==> config.mk <==
export PLATFORM = sky130hd
export DESIGN_NAME = fqg_query_rom
export DESIGN_NICKNAME = d
export VERILOG_FILES = /design/src/include/fqg_pkg.sv /design/src/verilog/fqg_query_rom.sv
export VERILOG_INCLUDE_DIRS = /design/src /design/src/include
export SDC_FILE = /design/constraint.sdc
export NUM_CORES = 1
export LEC_CHECK = 0
export BUFFER_PORTS_ARGS = -buffer_cell sky130_fd_sc_hd__buf_2
export CAP_MARGIN = 15
export CORE_AREA = 2 2 69 71
export CTS_BUF_LIST = sky130_fd_sc_hd__clkbuf_8
export DETAILED_ROUTE_END_ITERATION = 10
export DIE_AREA = 0 0 71 73
export PLACE_DENSITY = 0.79
export SYNTH_ARGS = -nofsm -noshare
export SYNTH_HDL_FRONTEND = slang
export SYNTH_SLANG_ARGS = --single-unit
==> constraint.sdc <==
create_clock -name clock_in -period 2.6 [get_ports clock_in]
set_input_delay 0.13 -clock clock_in [delete_from_list [all_inputs] [get_ports clock_in]]
set_output_delay 0.13 -clock clock_in [all_outputs]
set_load 0.01 [all_outputs]
==> src/include/fqg_defs.svh <==
// offsets, table values and widths of the query geometry table
// assumes word addressing: one table byte per word address
`ifndef FQG_DEFS_SVH
`define FQG_DEFS_SVH

`define FQG_ADDR_W 8
`define FQG_HI_BYTE 8'h00
`define FQG_OFF_VCC_MIN 8'h1b
`define FQG_OFF_VCC_MAX 8'h1c
`define FQG_OFF_VPP_MIN 8'h1d
`define FQG_OFF_VPP_MAX 8'h1e
`define FQG_OFF_TYP_WORD 8'h1f
`define FQG_OFF_TYP_BUF 8'h20
`define FQG_OFF_TYP_BLK 8'h21
`define FQG_OFF_TYP_CHIP 8'h22
`define FQG_OFF_MAX_WORD 8'h23
`define FQG_OFF_MAX_BUF 8'h24
`define FQG_OFF_MAX_BLK 8'h25
`define FQG_OFF_MAX_CHIP 8'h26
`define FQG_OFF_SIZE 8'h27
`define FQG_OFF_IFC_LO 8'h28
`define FQG_OFF_IFC_HI 8'h29
`define FQG_OFF_WBUF_LO 8'h2a
`define FQG_OFF_WBUF_HI 8'h2b
`define FQG_OFF_REGIONS 8'h2c
`define FQG_OFF_R1_0 8'h2d
`define FQG_OFF_R1_1 8'h2e
`define FQG_OFF_R1_2 8'h2f
`define FQG_OFF_R1_3 8'h30
`define FQG_OFF_R2_0 8'h31
`define FQG_OFF_R2_1 8'h32
`define FQG_OFF_R2_2 8'h33
`define FQG_OFF_R2_3 8'h34
`define FQG_OFF_RSVD_0 8'h35
`define FQG_OFF_RSVD_3 8'h38

`define FQG_VAL_VCC_MIN 8'h23
`define FQG_VAL_VCC_MAX 8'h36
`define FQG_VAL_VPP_MIN 8'h85
`define FQG_VAL_VPP_MAX 8'h95
`define FQG_VAL_TYP_WORD 8'h09
`define FQG_VAL_TYP_BUF 8'h0a
`define FQG_VAL_TYP_BLK 8'h0a
`define FQG_VAL_NONE 8'h00
`define FQG_VAL_MAX_WORD 8'h01
`define FQG_VAL_MAX_BUF 8'h02
`define FQG_VAL_MAX_BLK 8'h02
`define FQG_VAL_SIZE_512M 8'h1a
`define FQG_VAL_SIZE_BIG 8'h1b
`define FQG_VAL_IFC_LO 8'h01
`define FQG_VAL_WBUF_LO 8'h0a
`define FQG_VAL_REG_ASYM 8'h02
`define FQG_VAL_REG_SYM 8'h01
`define FQG_VAL_CNT_TOP 8'hfe
`define FQG_VAL_CNT_BOT 8'h03
`define FQG_VAL_CNT_SYM 8'hff
`define FQG_VAL_CNT_HI_512M 8'h01
`define FQG_VAL_CNT_HI_BIG 8'h03
`define FQG_VAL_SZ_LO_PARAM 8'h80
`define FQG_VAL_SZ_HI_MAIN 8'h02

`endif

==> src/include/fqg_pkg.sv <==
// types shared by the query geometry table
// assumes fqg_defs.svh supplies the address width
`include "fqg_defs.svh"

package fqg_pkg;

	typedef enum logic [1:0]
	{
		FQG_DEN_512M = 2'h0,
		FQG_DEN_1G = 2'h1,
		FQG_DEN_2G = 2'h2
	} fqg_density_t;

	typedef enum logic [1:0]
	{
		FQG_PL_TOP = 2'h0,
		FQG_PL_BOTTOM = 2'h1,
		FQG_PL_SYM = 2'h2
	} fqg_place_t;

	// every pin input, carried through the synchroniser as one word
	typedef struct packed
	{
		logic query_mode;
		logic read_n;
		fqg_density_t density;
		fqg_place_t place;
		logic [`FQG_ADDR_W-1:0] addr;
	} fqg_pins_t;

endpackage

==> src/verilog/fqg_query_rom.sv <==
// query geometry table of a parallel flash: word address in, byte on dq
// assumes a host that holds address and read strobe steady while reading
//
// What this block does
// - query byte low, upper data byte zero
// - offsets are word addresses on address pins
// - offset 1Bh returns 23h
// - offset 1Ch returns 36h
// - offset 1Dh returns 85h
// - offset 1Eh returns 95h
// - offset 1Fh returns 09h
// - offset 20h returns 0Ah
// - offset 21h returns 0Ah
// - offsets 22h and 26h return zero
// - offset 23h returns 01h
// - offset 24h returns 02h
// - offset 25h returns 02h
// - interface code 01h then 00h
// - write buffer exponent 0Ah then 00h
// - region count two asymmetric, one symmetric
// - descriptor: count minus one, size/256
// - offsets 35h to 38h read zero
`include "fqg_defs.svh"
`timescale 1ns/100ps
`default_nettype none

module fqg_query_rom
(
	input wire logic clock_in, // 100 MHz system clock
	input wire logic sys_rst_in, // synchronous reset, active high
	input wire logic query_mode_in, // device is in query mode
	input wire logic read_n_in, // output enable from host, low reads
	input wire logic [1:0] density_in, // density strap
	input wire logic [1:0] place_in, // parameter block placement strap
	input wire logic [`FQG_ADDR_W-1:0] addr_in, // word address pins
	output logic [15:0] dq_out, // data pins, output value
	output logic dq_oe_n_out // low while data pins are driven
);

	////////////////////////////////////////////////////////////////////
	// pin synchroniser: three stages, accept once stages two and three agree

	fqg_pkg::fqg_pins_t pins_now;
	fqg_pkg::fqg_pins_t sync_1;
	fqg_pkg::fqg_pins_t sync_2;
	fqg_pkg::fqg_pins_t sync_3;
	fqg_pkg::fqg_pins_t taken;

	// the enums take the raw strap codes; illegal codes are handled below
	always_comb
	begin
		pins_now.query_mode = query_mode_in;
		pins_now.read_n = read_n_in;
		pins_now.density = fqg_pkg::fqg_density_t'(density_in);
		pins_now.place = fqg_pkg::fqg_place_t'(place_in);
		pins_now.addr = addr_in;
	end

	// stage one is read only by stage two
	always_ff @(posedge clock_in)
	begin
		if (sys_rst_in)
		begin
			sync_1 <= '0;
			sync_2 <= '0;
			sync_3 <= '0;
		end
		else
		begin
			sync_1 <= pins_now;
			sync_2 <= sync_1;
			sync_3 <= sync_2;
		end
	end

	// a skewed address bus reaches the table only if a mixed word holds for two samples: a word seen in one sample only is not taken
	always_ff @(posedge clock_in)
	begin
		if (sys_rst_in)
		begin
			taken.query_mode <= 1'b0;
			taken.read_n <= 1'b1;
			taken.density <= fqg_pkg::FQG_DEN_512M;
			taken.place <= fqg_pkg::FQG_PL_TOP;
			taken.addr <= '0;
		end
		else if (sync_2 == sync_3)
		begin
			taken <= sync_3;
		end
	end

	////////////////////////////////////////////////////////////////////
	// column select from the straps

	logic is_top;
	logic is_bottom;
	logic is_small;

	// 2Gb parts have only the symmetric column; odd codes fall to symmetric
	always_comb
	begin
		is_small = (taken.density == fqg_pkg::FQG_DEN_512M);
		is_top = (taken.place == fqg_pkg::FQG_PL_TOP)
			&& (taken.density != fqg_pkg::FQG_DEN_2G)
			&& (taken.density != fqg_pkg::fqg_density_t'(2'h3));
		is_bottom = (taken.place == fqg_pkg::FQG_PL_BOTTOM)
			&& (taken.density != fqg_pkg::FQG_DEN_2G)
			&& (taken.density != fqg_pkg::fqg_density_t'(2'h3));
	end

	////////////////////////////////////////////////////////////////////
	// table lookup

	logic [7:0] next_byte;
	logic [7:0] cnt_hi;

	// upper block count byte of a region depends on density only
	always_comb
	begin
		cnt_hi = is_small ? `FQG_VAL_CNT_HI_512M : `FQG_VAL_CNT_HI_BIG;
	end

	// descriptors: count minus one low word, size/256 high word, lsb first
	always_comb
	begin
		next_byte = `FQG_VAL_NONE;
		case (taken.addr)
			`FQG_OFF_VCC_MIN: next_byte = `FQG_VAL_VCC_MIN;
			`FQG_OFF_VCC_MAX: next_byte = `FQG_VAL_VCC_MAX;
			`FQG_OFF_VPP_MIN: next_byte = `FQG_VAL_VPP_MIN;
			`FQG_OFF_VPP_MAX: next_byte = `FQG_VAL_VPP_MAX;
			`FQG_OFF_TYP_WORD: next_byte = `FQG_VAL_TYP_WORD;
			`FQG_OFF_TYP_BUF: next_byte = `FQG_VAL_TYP_BUF;
			`FQG_OFF_TYP_BLK: next_byte = `FQG_VAL_TYP_BLK;
			`FQG_OFF_TYP_CHIP: next_byte = `FQG_VAL_NONE;
			`FQG_OFF_MAX_WORD: next_byte = `FQG_VAL_MAX_WORD;
			`FQG_OFF_MAX_BUF: next_byte = `FQG_VAL_MAX_BUF;
			`FQG_OFF_MAX_BLK: next_byte = `FQG_VAL_MAX_BLK;
			`FQG_OFF_MAX_CHIP: next_byte = `FQG_VAL_NONE;
			`FQG_OFF_SIZE:
				next_byte = is_small ? `FQG_VAL_SIZE_512M : `FQG_VAL_SIZE_BIG;
			`FQG_OFF_IFC_LO: next_byte = `FQG_VAL_IFC_LO;
			`FQG_OFF_IFC_HI: next_byte = `FQG_VAL_NONE;
			`FQG_OFF_WBUF_LO: next_byte = `FQG_VAL_WBUF_LO;
			`FQG_OFF_WBUF_HI: next_byte = `FQG_VAL_NONE;
			`FQG_OFF_REGIONS:
				next_byte = (is_top || is_bottom) ? `FQG_VAL_REG_ASYM
					: `FQG_VAL_REG_SYM;
			`FQG_OFF_R1_0:
				next_byte = is_top ? `FQG_VAL_CNT_TOP
					: (is_bottom ? `FQG_VAL_CNT_BOT : `FQG_VAL_CNT_SYM);
			`FQG_OFF_R1_1: next_byte = is_bottom ? `FQG_VAL_NONE : cnt_hi;
			`FQG_OFF_R1_2: next_byte = is_bottom ? `FQG_VAL_SZ_LO_PARAM : `FQG_VAL_NONE;
			`FQG_OFF_R1_3: next_byte = is_bottom ? `FQG_VAL_NONE : `FQG_VAL_SZ_HI_MAIN;
			`FQG_OFF_R2_0:
				next_byte = is_top ? `FQG_VAL_CNT_BOT
					: (is_bottom ? `FQG_VAL_CNT_TOP : `FQG_VAL_NONE);
			`FQG_OFF_R2_1: next_byte = is_bottom ? cnt_hi : `FQG_VAL_NONE;
			`FQG_OFF_R2_2: next_byte = is_top ? `FQG_VAL_SZ_LO_PARAM : `FQG_VAL_NONE;
			`FQG_OFF_R2_3: next_byte = is_bottom ? `FQG_VAL_SZ_HI_MAIN : `FQG_VAL_NONE;
			default: next_byte = `FQG_VAL_NONE; // reserved 35h-38h too
		endcase
	end

	////////////////////////////////////////////////////////////////////
	// data pins: registered so the host sees no decode glitches

	always_ff @(posedge clock_in)
	begin
		if (sys_rst_in)
		begin
			dq_out <= 16'h0000;
			dq_oe_n_out <= 1'b1;
		end
		else if (taken.query_mode && !taken.read_n)
		begin
			dq_out <= {`FQG_HI_BYTE, next_byte};
			dq_oe_n_out <= 1'b0;
		end
		else
		begin
			dq_out <= 16'h0000;
			dq_oe_n_out <= 1'b1;
		end
	end

	logic rd;
	assign rd = taken.query_mode && !taken.read_n;

	// columns worked out again from the straps, apart from the lookup's flags
	logic chk_top;
	logic chk_bot;
	assign chk_top = (taken.place == fqg_pkg::FQG_PL_TOP)
		&& (taken.density inside {fqg_pkg::FQG_DEN_512M, fqg_pkg::FQG_DEN_1G});
	assign chk_bot = (taken.place == fqg_pkg::FQG_PL_BOTTOM)
		&& (taken.density inside {fqg_pkg::FQG_DEN_512M, fqg_pkg::FQG_DEN_1G});
endmodule

`default_nettype wire
==> metrics <==
status completed; # nets final 309; fin. max-slew vios 0; crit path time final 2045 ps; Yosys cell types 44; ys async rst share 0%; leakage power 1.278 nW; Clock Power Share a little under two fifths; VDD IR max 0.4877 mV; CP required about 2900 ps; post-route cell area 2930 um^2; largest cells by area after synthesis dfxtp_1, nor2b_1, mux2i_1, xor2_1, nor2_1; gpl congestion 0.9718; headroom to the max-slew limit 37.95%; Clk Latency, worst-skew pair 330 ps; top cell type by total area after synthesis dfxtp_1; H-tree levels 3; unrepaired setup endpoints after global routing no; final wirelength 4272 um; fin crit share just under 80%; Slew @ Worst Pin 930.7 ps; warnings from Yosys 0; Via density 5.236; drt first-iter violations between 200 and 250; delay of the slowest cell on the worst path between 500 and 600 ps; CP Data Arrival Time 2300 ps; CORE AREA 4536 um^2; Max Clk Rate 0.4889 GHz; Starting Density 56.58%; post-DR wirelength/cell 12.14 um; DRC Markers 0; #FFs+latches synth 65; critical path's slowest cell or4b_1; Die Wd 71 um; Setup CP Type reg -> reg; placed cell areas 2674 um^2; clk sinks 65; crit-path max FO 8; share of the yosys chip area belonging to registers between 50 and 60%; EDFF count, synth 0; Post-CTS Resized 0; number of I/O port buffers 24; row count 25; Critical Path, Cell by Cell or4b_1, or4_1, nand3_1, o31ai_2, a31oi_1; Psw 0.0004133 W; Pre-Repair DR Iteration Count 4; CTS tree built; largest net degree at the start of global routing between 50 and 60; Crit. End Element flop; via count 1843; Final setup viols 0; max_cap viols 0; clock root buffer clkbuf_8; initial antenna violation count 0; Flop pwr share 57.2%; power after layout 0.001817 W; GRT Total Usage 18.82%; Sw Ratio between 20% and 30%; syn_area_per_cell 9.832 um^2; count leader, synth dfxtp_1; worst hold path class in -> reg; worst clock skew 7.191 ps; Die Y between 70 and 80 um; Synth top cells by count dfxtp_1, nor2b_1, nor2_1, xor2_1, mux2i_1; synthesized instance count 261; ANT nets after route 0; pwr dens 620.2 nW/um^2; delay-heaviest family, CP simple AND/OR/NAND/NOR gates; Max clock buf depth 2; CP Launch Type flop; Logic pwr share 5.3%; Main synth FF type dfxtp_1; Overflow after GRT 0; HPWL Detailed 2771 um; final hold viol count 0; clock-pin slew on the worst setup and hold paths around 70 ps; worst path buffer plus inverter count 0; ANT cells 0; Synth Cell Area 2566 um^2; die area 5183 um^2; cts bufs inserted 9; Synth top area share approximately 51%; first-pass GRT wire length ~7500 um; share of layout cells above drive strength 1 14.43%; area grow syn2layout 14.19%; vias in the first global route 1675; io pins 33; setup_tns 0 ps; Pint 0.001404 W
## cell usage in the layout, fill, tap and decap left out, types with 3 or more instances in the layout
cell | netlist | final
a21oi_1 | 8 | 8
a31oi_1 | 3 | 3
buf_2 | 1 | 24
clkbuf_8 | 0 | 9
conb_1 | 1 | 8
dfxtp_1 | 65 | 65
dlygate4sd3_1 | 0 | 10
inv_1 | 4 | 8
mux2i_1 | 13 | 13
nand2_1 | 5 | 5
nand3_1 | 10 | 10
nand4_1 | 3 | 3
nor2_1 | 21 | 21
nor2b_1 | 45 | 45
nor3_1 | 4 | 4
nor3b_1 | 5 | 5
nor4_1 | 4 | 4
nor4b_1 | 3 | 3
o21ai_0 | 5 | 5
xor2_1 | 14 | 14
## layer usage
| layer | GRT usage (%) | share of wire (%) | wire [um] | vias to the layer above |
|---|---|---|---|---|
| met5 | 0 | 0 | 0 | - |
| met4 | 13.00 | 3.1 | 134 | 0 |
| met3 | 4.420 | 3.6 | 155 | 10 |
| met2 | 30.32 | 48 | 2056 | 42 |
| met1 | 22.31 | 45 | 1925 | 848 |
| li1 | - | - | - | 943 |
## area by class of cell
type	instances	area, um^2
fill	356	1605
sequential	65	1301
multi-input combinational	177	1155
timing repair buffer	36	235.2
clock buffer	9	123.9
tap	54	67.56
clock inverter	7	32.53
inverter	4	15.01
## repair_timing
item / CTS / global route
endpoints found under the hold margin: 10 / 0
setup buffers: 0 / 0
hold buffers: 10 / 0
## worst register-to-register path, cell delays in order (launching register included)
cell,delay [ps]
dfxtp_1,410
or4b_1,560
or4_1,510
nand3_1,130
o31ai_2,160
a31oi_1,200
## power by group through the flow
stage	Combinational [W]	Sequential [W]	Clock (W)
floorplan	0.0000764	0.00106	0
global placement	0.0000838	0.00106	0
detailed placement	0.0000850	0.00106	0
CTS	0.0000966	0.00104	0.000696
global route	0.000109	0.00104	0.000736
finish	0.0000967	0.00104	0.000681
## cell families after synthesis
family,synth area share (%)
xor gates and xnor gates,5.120
and+or+nand+nor,24.43
other,0.1461
muxes,5.071
adders and majority gates,0.3901
AOI/OAI and AO/OA,8.825
DFF,50.71
buffers and inverters,5.314
## through the flow
stage               hold slack, ps  worst slack (ps)  utilization (%)  instances
floorplan                    242.1             700.9                -        268
global placement             337.3             627.3            58.95        326
detailed placement           343.2             563.8            58.95        326
CTS                         0.8831             557.9            64.61        352
global route                 34.05             434.0            64.61        352
finish                       14.88             554.5            64.61        352
## worst paths after layout
path                               startpoint          to  slack (ps)  depth (start not counted)
worst max register to register       taken[4]   dq_out[0]         550                          5
worst min register to register     sync_1[13]  sync_2[13]         440                          1
worst max-delay path                 taken[4]   dq_out[0]         550                          5
worst min-delay path            density_in[0]  sync_1[10]          10                          2
## flip-flops by register name (all words and copies together), names as in the netlist
register / cells
dq_out: 8
sync_3: 14
dq_oe_n_out: 1
sync_2: 14
sync_1: 14
taken: 14
(Power assumes the default switching activity.)
